[src/rtl/cagalu_pkg.sv]
package cagalu_pkg;

  localparam int unsigned REG_ADDR_W = 4;

  // register port indices
  localparam logic [3:0] IDX_B = 4'h0;
  localparam logic [3:0] IDX_L = 4'h5;
  localparam logic [3:0] IDX_A = 4'h7;
  localparam logic [3:0] IDX_FLAGS = 4'h8;
  localparam logic [3:0] IDX_SP_HI = 4'h9;
  localparam logic [3:0] IDX_SP_LO = 4'ha;
  localparam logic [3:0] IDX_STATUS = 4'hb;
  localparam logic [2:0] IDX_H = 3'h4;
  localparam logic [2:0] IDX_LO = 3'h5;
  localparam logic [2:0] IDX_ACC = 3'h7;

  // flags register layout, other bits read zero
  localparam int unsigned FB_CY = 0;
  localparam int unsigned FB_P = 2;
  localparam int unsigned FB_AC = 4;
  localparam int unsigned FB_Z = 6;
  localparam int unsigned FB_S = 7;
  localparam int unsigned STB_BUSY = 0;
  localparam int unsigned STB_BADOP = 1;

  // opcode fields
  localparam int unsigned SRC_LSB = 0;
  localparam int unsigned SRC_MSB = 2;
  localparam int unsigned DST_LSB = 3;
  localparam int unsigned DST_MSB = 5;
  localparam int unsigned RP_LSB = 4;
  localparam int unsigned RP_MSB = 5;
  localparam int unsigned GRP_LSB = 3;
  localparam int unsigned CLS_LSB = 6;
  localparam int unsigned LO4_MSB = 3;
  localparam int unsigned SIGN_BIT = 7;
  localparam int unsigned NIB_MSB = 3;
  localparam int unsigned HNIB_LSB = 4;

  localparam logic [4:0] GRP_ADD = 5'h10;
  localparam logic [4:0] GRP_ADC = 5'h11;
  localparam logic [4:0] GRP_SUB = 5'h12;
  localparam logic [4:0] GRP_SBB = 5'h13;
  localparam logic [1:0] CLS_MISC = 2'h0;
  localparam logic [2:0] LO3_INR = 3'h4;
  localparam logic [2:0] LO3_DCR = 3'h5;
  localparam logic [3:0] LO4_INX = 4'h3;
  localparam logic [3:0] LO4_DCX = 4'hb;
  localparam logic [3:0] LO4_DAD = 4'h9;
  localparam logic [7:0] OPC_ADI = 8'hc6;
  localparam logic [7:0] OPC_ACI = 8'hce;
  localparam logic [7:0] OPC_SUI = 8'hd6;
  localparam logic [7:0] OPC_SBI = 8'hde;
  localparam logic [7:0] OPC_DAA = 8'h27;
  localparam logic [2:0] SEL_MEM = 3'h6;
  localparam logic [1:0] RP_SP = 2'h3;

  // state counts, one clock per state
  localparam logic [3:0] ST_REG = 4'h4;
  localparam logic [3:0] ST_MEM = 4'h7;
  localparam logic [3:0] ST_IMM = 4'h7;
  localparam logic [3:0] ST_INC_R = 4'h5;
  localparam logic [3:0] ST_INC_M = 4'ha;
  localparam logic [3:0] ST_PAIR = 4'h5;
  localparam logic [3:0] ST_DAA = 4'h4;
  localparam logic [3:0] CNT_FLOOR = 4'h2;
  localparam logic [3:0] CNT_LAST = 4'h1;
  localparam int unsigned MAX_STATES = 15;

  localparam logic [3:0] BCD_LIMIT = 4'h9;
  localparam logic [3:0] BCD_FIX = 4'h6;

  typedef enum logic [3:0] {
    OP_NONE, OP_ADD, OP_ADC, OP_SUB, OP_SBB, OP_INR, OP_DCR, OP_INX, OP_DCX, OP_DAD, OP_DAA
  } cagalu_op_e;
  typedef enum logic [1:0] {SRC_NONE, SRC_REG, SRC_MEM, SRC_IMM} cagalu_src_e;

  typedef struct packed {
    cagalu_op_e op;
    cagalu_src_e src;
    logic [3:0] states;
    logic [2:0] sel;
    logic [1:0] rp;
  } cagalu_dec_s;
  typedef struct packed {
    logic [7:0] opcode;
    logic [7:0] imm;
  } cagalu_instr_s;
  typedef struct packed {
    logic rd;
    logic wr;
    logic [15:0] addr;
    logic [7:0] wdata;
  } cagalu_mem_s;
  typedef struct packed {
    logic s;
    logic z;
    logic ac;
    logic p;
    logic cy;
  } cagalu_flags_s;
  typedef struct packed {
    logic cy;
    logic ac;
    logic [7:0] res;
  } cagalu_sum_s;

  function automatic cagalu_dec_s cagalu_decode(input logic [7:0] o);
    cagalu_dec_s d;
    d = '0;
    d.op = OP_NONE;
    d.src = SRC_NONE;
    d.sel = o[SRC_MSB:SRC_LSB];
    d.rp = o[RP_MSB:RP_LSB];
    case (o[7:GRP_LSB])
      GRP_ADD: d.op = OP_ADD;
      GRP_ADC: d.op = OP_ADC;
      GRP_SUB: d.op = OP_SUB;
      GRP_SBB: d.op = OP_SBB;
      default: d.op = OP_NONE;
    endcase
    if (d.op != OP_NONE)
    begin
      d.src = (d.sel == SEL_MEM) ? SRC_MEM : SRC_REG;
      d.states = (d.sel == SEL_MEM) ? ST_MEM : ST_REG;
    end
    else if (o == OPC_ADI || o == OPC_ACI || o == OPC_SUI || o == OPC_SBI)
    begin
      d.op = (o == OPC_ADI) ? OP_ADD : (o == OPC_ACI) ? OP_ADC :
             (o == OPC_SUI) ? OP_SUB : OP_SBB;
      d.src = SRC_IMM;
      d.states = ST_IMM;
    end
    else if (o == OPC_DAA)
    begin
      d.op = OP_DAA;
      d.states = ST_DAA;
    end
    else if (o[7:CLS_LSB] == CLS_MISC)
    begin
      if (o[SRC_MSB:SRC_LSB] == LO3_INR || o[SRC_MSB:SRC_LSB] == LO3_DCR)
      begin
        d.op = (o[SRC_MSB:SRC_LSB] == LO3_INR) ? OP_INR : OP_DCR;
        d.sel = o[DST_MSB:DST_LSB];
        d.src = (d.sel == SEL_MEM) ? SRC_MEM : SRC_REG;
        d.states = (d.sel == SEL_MEM) ? ST_INC_M : ST_INC_R;
      end
      else if (o[LO4_MSB:0] == LO4_INX || o[LO4_MSB:0] == LO4_DCX)
      begin
        d.op = (o[LO4_MSB:0] == LO4_INX) ? OP_INX : OP_DCX;
        d.states = ST_PAIR;
      end
      else if (o[LO4_MSB:0] == LO4_DAD)
      begin
        d.op = OP_DAD;
      end
    end
    return d;
  endfunction : cagalu_decode

endpackage : cagalu_pkg

[src/rtl/cagalu_core.sv]
// Chosen here: the address-and-strobe port and the register offsets.
module cagalu_core #(
  parameter int unsigned PAIR_ADD_STATES = 10
) (
  input wire logic clk,
  input wire logic rst_n,
  input wire logic issue,
  input wire cagalu_pkg::cagalu_instr_s instr,
  input wire logic mem_rvalid,
  input wire logic [7:0] mem_rdata,
  output cagalu_pkg::cagalu_mem_s mem_q,
  output logic busy_q,
  output logic done_q,
  input wire logic [cagalu_pkg::REG_ADDR_W-1:0] reg_addr,
  input wire logic [7:0] reg_wdata,
  input wire logic reg_wr,
  input wire logic reg_rd,
  output logic [7:0] reg_rdata_q
);

  if (PAIR_ADD_STATES < 3 || PAIR_ADD_STATES > cagalu_pkg::MAX_STATES)
  begin : g_bad_states
    $error("pair add state count must be 3..15");
  end

  typedef enum {S_IDLE, S_MEMWAIT, S_RUN} cagalu_state_e;

  ////////////////////////////////////////////////////////////////////////////
  // reset release

  logic rst_meta_q;
  logic srst_n;

  always_ff @(posedge clk or negedge rst_n)
  begin
    if (!rst_n)
    begin
      rst_meta_q <= 1'b0;
      srst_n <= 1'b0;
    end
    else
    begin
      rst_meta_q <= 1'b1;
      srst_n <= rst_meta_q;
    end
  end

  ////////////////////////////////////////////////////////////////////////////
  // state

  cagalu_state_e state_q;
  logic [3:0] cnt_q;
  cagalu_pkg::cagalu_dec_s dec_q;
  logic [7:0] opnd_q;
  logic [7:0] rf_q [0:7];
  logic [15:0] sp_q;
  cagalu_pkg::cagalu_flags_s flags_q;
  logic bad_op_q;

  cagalu_pkg::cagalu_dec_s dec_in;
  logic take;
  logic commit;
  logic sw_wr;
  logic [7:0] acc;
  logic [15:0] hl;
  logic [15:0] pval;
  logic [15:0] pair_d;
  logic [16:0] dad_sum;
  logic byte_op;
  logic to_acc;
  cagalu_pkg::cagalu_sum_s sum;
  cagalu_pkg::cagalu_sum_s s1;
  cagalu_pkg::cagalu_flags_s fl_d;
  logic lo_fix;
  logic hi_fix;

  function automatic cagalu_pkg::cagalu_sum_s add8(input logic [7:0] a, input logic [7:0] b,
                                                   input logic cin);
    logic [8:0] full;
    logic [4:0] low;
    cagalu_pkg::cagalu_sum_s s;
    full = {1'b0, a} + {1'b0, b} + {8'h00, cin};
    low = {1'b0, a[cagalu_pkg::NIB_MSB:0]} + {1'b0, b[cagalu_pkg::NIB_MSB:0]} + {4'h0, cin};
    s.cy = full[8];
    s.ac = low[4];
    s.res = full[7:0];
    return s;
  endfunction : add8

  function automatic logic [15:0] pair_val(input logic [1:0] rp);
    logic [15:0] v;
    v = (rp == cagalu_pkg::RP_SP) ? sp_q : {rf_q[{rp, 1'b0}], rf_q[{rp, 1'b1}]};
    return v;
  endfunction : pair_val

  assign dec_in = cagalu_pkg::cagalu_decode(instr.opcode);
  assign take = (state_q == S_IDLE) && issue && (dec_in.op != cagalu_pkg::OP_NONE);
  assign commit = (state_q == S_RUN) && (cnt_q == cagalu_pkg::CNT_LAST);
  // software register, flag and SP writes land only between instructions so nothing races a commit
  assign sw_wr = reg_wr && (state_q == S_IDLE);
  assign acc = rf_q[cagalu_pkg::IDX_ACC];
  assign hl = {rf_q[cagalu_pkg::IDX_H], rf_q[cagalu_pkg::IDX_LO]};

  ////////////////////////////////////////////////////////////////////////////
  // datapath

  always_comb
  begin
    fl_d = flags_q;
    s1 = add8(acc, 8'h00, 1'b0);
    lo_fix = 1'b0;
    hi_fix = 1'b0;
    pval = pair_val(dec_q.rp);
    pair_d = (dec_q.op == cagalu_pkg::OP_INX) ? pval + 16'h0001 : pval - 16'h0001;
    dad_sum = {1'b0, hl} + {1'b0, pval};
    case (dec_q.op)
      cagalu_pkg::OP_ADD:
      begin
        sum = add8(acc, opnd_q, 1'b0);
        fl_d.cy = sum.cy;
      end
      cagalu_pkg::OP_ADC:
      begin
        sum = add8(acc, opnd_q, flags_q.cy);
        fl_d.cy = sum.cy;
      end
      cagalu_pkg::OP_SUB:
      begin
        // two's complement: A + ~b + 1, carry out inverted into borrow
        sum = add8(acc, ~opnd_q, 1'b1);
        fl_d.cy = ~sum.cy;
      end
      cagalu_pkg::OP_SBB:
      begin
        sum = add8(acc, ~opnd_q, ~flags_q.cy);
        fl_d.cy = ~sum.cy;
      end
      cagalu_pkg::OP_INR:
      begin
        sum = add8(opnd_q, 8'h00, 1'b1);
      end
      cagalu_pkg::OP_DCR:
      begin
        sum = add8(opnd_q, 8'hff, 1'b0);
      end
      cagalu_pkg::OP_DAA:
      begin
        lo_fix = (acc[cagalu_pkg::NIB_MSB:0] > cagalu_pkg::BCD_LIMIT) || flags_q.ac;
        s1 = add8(acc, lo_fix ? {4'h0, cagalu_pkg::BCD_FIX} : 8'h00, 1'b0);
        // a carry out of the first step counts as a set carry for the second
        hi_fix = (s1.res[7:cagalu_pkg::HNIB_LSB] > cagalu_pkg::BCD_LIMIT) || flags_q.cy
                 || s1.cy;
        sum = add8(s1.res, hi_fix ? {cagalu_pkg::BCD_FIX, 4'h0} : 8'h00, 1'b0);
        sum.ac = s1.ac;
        fl_d.cy = flags_q.cy | s1.cy | sum.cy;
      end
      cagalu_pkg::OP_DAD:
      begin
        sum = add8(acc, 8'h00, 1'b0);
        fl_d.cy = dad_sum[16];
      end
      default:
      begin
        sum = add8(acc, 8'h00, 1'b0);
      end
    endcase
    if (byte_op)
    begin
      fl_d.ac = sum.ac;
      fl_d.s = sum.res[cagalu_pkg::SIGN_BIT];
      fl_d.z = (sum.res == 8'h00);
      fl_d.p = ~^sum.res;
    end
  end

  assign byte_op = (dec_q.op != cagalu_pkg::OP_INX) && (dec_q.op != cagalu_pkg::OP_DCX) &&
                   (dec_q.op != cagalu_pkg::OP_DAD) && (dec_q.op != cagalu_pkg::OP_NONE);
  assign to_acc = byte_op && (dec_q.op != cagalu_pkg::OP_INR) && (dec_q.op != cagalu_pkg::OP_DCR);

  ////////////////////////////////////////////////////////////////////////////
  // sequencing: one clock per state, memory wait stretches it

  always_ff @(posedge clk or negedge srst_n)
  begin
    if (!srst_n)
    begin
      state_q <= S_IDLE;
      cnt_q <= 4'h0;
      busy_q <= 1'b0;
      done_q <= 1'b0;
      dec_q <= '0;
      opnd_q <= 8'h00;
      mem_q <= '0;
    end
    else
    begin
      done_q <= 1'b0;
      mem_q.rd <= 1'b0;
      mem_q.wr <= 1'b0;
      case (state_q)
        S_IDLE:
        begin
          if (take)
          begin
            dec_q <= dec_in;
            cnt_q <= (dec_in.op == cagalu_pkg::OP_DAD) ?
                     4'(PAIR_ADD_STATES - 1) : dec_in.states - 4'h1;
            opnd_q <= (dec_in.src == cagalu_pkg::SRC_IMM) ? instr.imm : rf_q[dec_in.sel];
            busy_q <= 1'b1;
            mem_q.addr <= hl;
            if (dec_in.src == cagalu_pkg::SRC_MEM)
            begin
              mem_q.rd <= 1'b1;
              state_q <= S_MEMWAIT;
            end
            else
            begin
              state_q <= S_RUN;
            end
          end
        end
        S_MEMWAIT:
        begin
          // a slow memory holds the count just short of the end
          if (cnt_q > cagalu_pkg::CNT_FLOOR || mem_rvalid)
          begin
            cnt_q <= cnt_q - 4'h1;
          end
          if (mem_rvalid)
          begin
            opnd_q <= mem_rdata;
            state_q <= S_RUN;
          end
        end
        S_RUN:
        begin
          if (commit)
          begin
            state_q <= S_IDLE;
            busy_q <= 1'b0;
            done_q <= 1'b1;
            if (dec_q.src == cagalu_pkg::SRC_MEM && !to_acc)
            begin
              mem_q.wr <= 1'b1;
              mem_q.wdata <= sum.res;
            end
          end
          else
          begin
            cnt_q <= cnt_q - 4'h1;
          end
        end
        default:
        begin
          state_q <= S_IDLE;
          busy_q <= 1'b0;
        end
      endcase
    end
  end

  ////////////////////////////////////////////////////////////////////////////
  // register file and flags

  always_ff @(posedge clk or negedge srst_n)
  begin
    if (!srst_n)
    begin
      for (int i = 0; i < 8; i++)
      begin
        rf_q[i] <= 8'h00;
      end
      sp_q <= 16'h0000;
      flags_q <= '0;
    end
    else if (commit)
    begin
      flags_q <= fl_d;
      if (to_acc)
      begin
        rf_q[cagalu_pkg::IDX_ACC] <= sum.res;
      end
      else if (byte_op && dec_q.src == cagalu_pkg::SRC_REG)
      begin
        rf_q[dec_q.sel] <= sum.res;
      end
      else if (dec_q.op == cagalu_pkg::OP_DAD)
      begin
        rf_q[cagalu_pkg::IDX_H] <= dad_sum[15:8];
        rf_q[cagalu_pkg::IDX_LO] <= dad_sum[7:0];
      end
      else if (dec_q.op == cagalu_pkg::OP_INX || dec_q.op == cagalu_pkg::OP_DCX)
      begin
        if (dec_q.rp == cagalu_pkg::RP_SP)
        begin
          sp_q <= pair_d;
        end
        else
        begin
          rf_q[{dec_q.rp, 1'b0}] <= pair_d[15:8];
          rf_q[{dec_q.rp, 1'b1}] <= pair_d[7:0];
        end
      end
    end
    else if (sw_wr)
    begin
      if (reg_addr <= cagalu_pkg::IDX_L || reg_addr == cagalu_pkg::IDX_A)
      begin
        rf_q[reg_addr[2:0]] <= reg_wdata;
      end
      else if (reg_addr == cagalu_pkg::IDX_FLAGS)
      begin
        flags_q.s <= reg_wdata[cagalu_pkg::FB_S];
        flags_q.z <= reg_wdata[cagalu_pkg::FB_Z];
        flags_q.ac <= reg_wdata[cagalu_pkg::FB_AC];
        flags_q.p <= reg_wdata[cagalu_pkg::FB_P];
        flags_q.cy <= reg_wdata[cagalu_pkg::FB_CY];
      end
      else if (reg_addr == cagalu_pkg::IDX_SP_HI)
      begin
        sp_q[15:8] <= reg_wdata;
      end
      else if (reg_addr == cagalu_pkg::IDX_SP_LO)
      begin
        sp_q[7:0] <= reg_wdata;
      end
    end
  end

  ////////////////////////////////////////////////////////////////////////////
  // unknown opcode flag: a new refusal wins over a clear in the same cycle

  always_ff @(posedge clk or negedge srst_n)
  begin
    if (!srst_n)
    begin
      bad_op_q <= 1'b0;
    end
    else if ((state_q == S_IDLE) && issue && (dec_in.op == cagalu_pkg::OP_NONE))
    begin
      bad_op_q <= 1'b1;
    end
    else if (reg_wr && reg_addr == cagalu_pkg::IDX_STATUS && reg_wdata[cagalu_pkg::STB_BADOP])
    begin
      bad_op_q <= 1'b0;
    end
  end

  ////////////////////////////////////////////////////////////////////////////
  // read port, data valid only in the cycle after the strobe

  always_ff @(posedge clk or negedge srst_n)
  begin
    if (!srst_n)
    begin
      reg_rdata_q <= 8'h00;
    end
    else if (!reg_rd)
    begin
      reg_rdata_q <= 8'h00;
    end
    else
    begin
      reg_rdata_q <= 8'h00;
      if (reg_addr <= cagalu_pkg::IDX_L || reg_addr == cagalu_pkg::IDX_A)
      begin
        reg_rdata_q <= rf_q[reg_addr[2:0]];
      end
      else if (reg_addr == cagalu_pkg::IDX_FLAGS)
      begin
        reg_rdata_q[cagalu_pkg::FB_S] <= flags_q.s;
        reg_rdata_q[cagalu_pkg::FB_Z] <= flags_q.z;
        reg_rdata_q[cagalu_pkg::FB_AC] <= flags_q.ac;
        reg_rdata_q[cagalu_pkg::FB_P] <= flags_q.p;
        reg_rdata_q[cagalu_pkg::FB_CY] <= flags_q.cy;
      end
      else if (reg_addr == cagalu_pkg::IDX_SP_HI)
      begin
        reg_rdata_q <= sp_q[15:8];
      end
      else if (reg_addr == cagalu_pkg::IDX_SP_LO)
      begin
        reg_rdata_q <= sp_q[7:0];
      end
      else if (reg_addr == cagalu_pkg::IDX_STATUS)
      begin
        reg_rdata_q[cagalu_pkg::STB_BUSY] <= busy_q;
        reg_rdata_q[cagalu_pkg::STB_BADOP] <= bad_op_q;
      end
    end
  end
endmodule : cagalu_core

[config.mk]
export PLATFORM = sky130hd
export DESIGN_NAME = cagalu_core
export DESIGN_NICKNAME = d
export VERILOG_FILES = /design/src/rtl/cagalu_pkg.sv /design/src/rtl/cagalu_core.sv
export SDC_FILE = /design/constraint.sdc
export NUM_CORES = 1
export LEC_CHECK = 0
export BUFFER_PORTS_ARGS = -buffer_cell sky130_fd_sc_hd__clkbuf_2
export CAP_MARGIN = 20
export CORE_ASPECT_RATIO = 1.1
export CORE_MARGIN = 8
export CORE_UTILIZATION = 45
export DETAILED_ROUTE_END_ITERATION = 6
export PLACE_DENSITY = 0.63
export RECOVER_POWER = 100
export SETUP_SLACK_MARGIN = 0.15
export SLEW_MARGIN = 20
export SYNTH_ARGS = -nofsm -noshare
export SYNTH_HDL_FRONTEND = slang
export SYNTH_SLANG_ARGS = --single-unit
[constraint.sdc]
create_clock -name clk -period 4.44 [get_ports clk]
set_input_delay 0.222 -clock clk [delete_from_list [all_inputs] [get_ports clk]]
set_output_delay 0.222 -clock clk [all_outputs]
set_load 0.02 [all_outputs]
==> impl_results.md <==
- Pin count of the biggest net entering global routing: 68
- CP Launch Type: flop
- Setup CP Type: reg2reg
- Hold path startpoint: reg_rd
- RePlAce Congestion: 1.08
- First-pass GRT wire length: 91.5 mm
- Layout cells sized above 1: 16.9%
- Initial antenna violation count: 2
- Reg area: 3730 sq um
- Filler Cell Count: 2945
- R2r startpoint: acc[1]$_DFFE_PN0P_
- Slew Limit Fails: 127
- Post-synthesis sequential area ratio: 27.3%
- Hold path depth: 2
- Mapped Cells: 1626
- Most used DFF post-synth: dfrtp_1
- Yosys warning count: 0
- H-tree depth: 4
- Crit. End Element: flop
- RSZ-0062 raised after global routing: true
- Initial DRC Count: 1977
- CP Data Required Time: 4.76 ns
- TritonCTS clock tree: yes
- Failing checks: DRC, capacitance limit, slew limit
- Synth unique cells: 101
- Vias in the first global route: 14.0k
- Synthesized area: 13700 sq um
- Pwr Density: 1020 nW/um^2
- EDFF count, synth: 0
- Status: finished, violations left
- Gr ovfl total: 0
- Most common cell in the synthesized netlist: nand2_1
- Routed WL per cell: 28.7 um
- Synth area leader: dfrtp_1
- Multi-input logic area: 9490 sq um
- Synth cell count leaders: 179 x nand2_1, 149 x dfrtp_1, 141 x nor2_1, 134 x a21oi_1, 118 x o21ai_0
- WHS: 0.0591 ns
- Nets: 1899
- Final WL: 62.3 mm
- Tot GR Track Use: 34.1%
- Final worst-path cycle share: 99.1%
- Worst R2R End: flags_q[1]$_DFFE_PN0P_
- Worst Path Arrival: 4.72 ns
- Worst skew pair latency: 0.45 ns
- Max-cap viol count: 3
- Detailed Routing Iterations Pass 1: 7
- Final number of setup-violating endpoints: 0
- Effective utilization at floorplan: 45.3%
- Max transition margin: -80.4%
- Final hold viol count: 0
- Fin Setup TNS: 0 ns
- F_max: 0.227 GHz
- Die area: 36200 sq um
- Row cnt: 67
- Clk slew on worst S/H paths: 0.06 ns
- Hold Path Class: in2reg
- Period minus WS final: 4.40 ns
- Root buffer cell: clkbuf_16
- DPL Wire Length: 47.5 mm
- Total chip power: 16.2 mW
- Peak VDD IR: 0.901 mV
- Antenna Nets Post-Route: 0
- Path depth of the worst reg2reg path: 24
- Die Height: 199 um
- Area contributors post-synth: dfrtp_1 27%, ha_1 6.7%, mux2i_1 5.8%
- Mean Syn Cell Area: 8.41 sq um
- Crit Path Max Fanout: 3
- Via density: 6.71
- ANT cells: 0
- P&R area growth vs syn: 16.3%
- Core ar.: 30200 sq um
- Worst clock skew: 0.0178 ns
- Setup slack, reg-to-reg: 0.04 ns
- Die width: 182 um
- Synthesized flop and latch total: 149
- Ys async rst share: 100%
- Post-synth top area share: 27.3%
- Residual DRC count: 1
- Leakage: 6.86 nW
- Syn_nets: 1747
- Pin slew with the least headroom to its limit: 2.71 ns
- Clk buf depth: 2
- IO Pins: 78
- Placement Cell Area: 15200 sq um
- I/O Buffers: 77
- Hold Crit Endpoint: reg_rdata_q[1]$_DFF_PN0_
- CTS Buf Count: 17
- Vias post-DR: 14.6k
- Clock Sinks: 149
- Final Instance Area: 15900 sq um
## through the flow
stage          utilization [%]  instances  setup WS [ns]
2_1_floorplan                -       1626       -0.00774
3_3_place_gp              50.5       2129         0.0574
3_5_place_dp              50.5       2129        -0.0217
4_1_cts                   52.6       2165          0.104
5_1_grt                   52.7       2170         -0.232
6_report                  52.7       2170         0.0421
## cell type report
cell class,count,area share (%)
Clock inverter,14,1.05
Timing Repair Buffer,223,8.93
Multi-Input combinational cell,1335,59.7
Tap cell,379,2.98
Inverter,52,1.23
Clock buffer,18,2.70
Sequential cell,149,23.4
## cells in the final DEF, fill, tap and decap left out, types with 28 or more instances in the layout
cell type / n
a21oi_1: 133
buf_4: 134
clkbuf_1: 47
clkbuf_2: 40
dfrtp_1: 149
ha_1: 70
inv_1: 50
mux2i_1: 78
nand2_1: 179
nand3_1: 30
nor2_1: 140
nor2b_1: 31
nor3_1: 45
o21ai_0: 114
xnor2_1: 28
## report_power, final
group	switching [mW]	total, mW	internal (mW)
logic	7.42	12.1	4.69
registers	0.743	2.62	1.88
clock network	0.663	1.51	0.844
## layer usage
layer | wire (um) | GRT usage [%]
met5 | 13 | 0
met4 | 5560 | 27.0
met3 | 5730 | 8.31
met2 | 27400 | 52.8
met1 | 23500 | 40.4
## worst max path at each step
stage / startpoint / endpoint / slack, ns / cells past startpoint
CTS: acc[2]$_DFFE_PN0P_ / flags_q[1]$_DFFE_PN0P_ / 0.10 / 23
global placement: acc[2]$_DFFE_PN0P_ / flags_q[1]$_DFFE_PN0P_ / 0.06 / 23
detailed placement: acc[2]$_DFFE_PN0P_ / flags_q[1]$_DFFE_PN0P_ / -0.02 / 23
finish: acc[1]$_DFFE_PN0P_ / flags_q[1]$_DFFE_PN0P_ / 0.04 / 24
global route: acc[1]$_DFFE_PN0P_ / flags_q[1]$_DFFE_PN0P_ / -0.23 / 23
floorplan: acc[3]$_DFFE_PN0P_ / flags_q[1]$_DFFE_PN0P_ / -0.008 / 23
## sequential cells by signal (all words and copies together) (netlist names), 8 cells and up
register	count
opnd_q	8
reg_rdata_q	8
hl	16
acc	8
dec_q	11
mem_q	26
sp_q	16
rf_q	40
## cells by family after synthesis
| logic type | Yosys count | share of synthesized area (%) |
|---|---|---|
| simple gates | 550 | 19.7 |
| compound gates | 529 | 26.3 |
| flops | 149 | 27.3 |
| buf+inv | 142 | 4.20 |
| mux | 117 | 11.0 |
| fa+ha+maj | 79 | 7.56 |
| xor+xnor | 59 | 3.92 |
| other cells | 1 | 0.0274 |
## critical path: stages (launching register included)
cell,delay [ns]
dfrtp_1,0.35
o21ai_1,0.08
nand2b_1,0.13
buf_4,0.13
buf_6,0.08
inv_2,0.03
fa_2,0.36
nand3b_1,0.20
xnor2_2,0.20
nor2b_2,0.07
o21ai_2,0.19
ha_2,0.25
ha_4,0.21
nor2_2,0.07
nand2_1,0.06
a21o_1,0.19
a221oi_2,0.25
buf_4,0.15
o211ai_1,0.12
o21ai_1,0.19
ha_1,0.28
xnor2_2,0.15
xnor2_1,0.17
o21ai_1,0.07
mux2_4,0.28
## repair_timing
item	in CTS	in global routing
pin swaps	12	14
gates cloned	0	0
buffers inserted	3	5
endpoints found under the setup margin	1	5
gates resized for setup	9	10
endpoints found under the hold margin	2	0
hold buffers	1	0
Power figures use the tool's default switching activity.
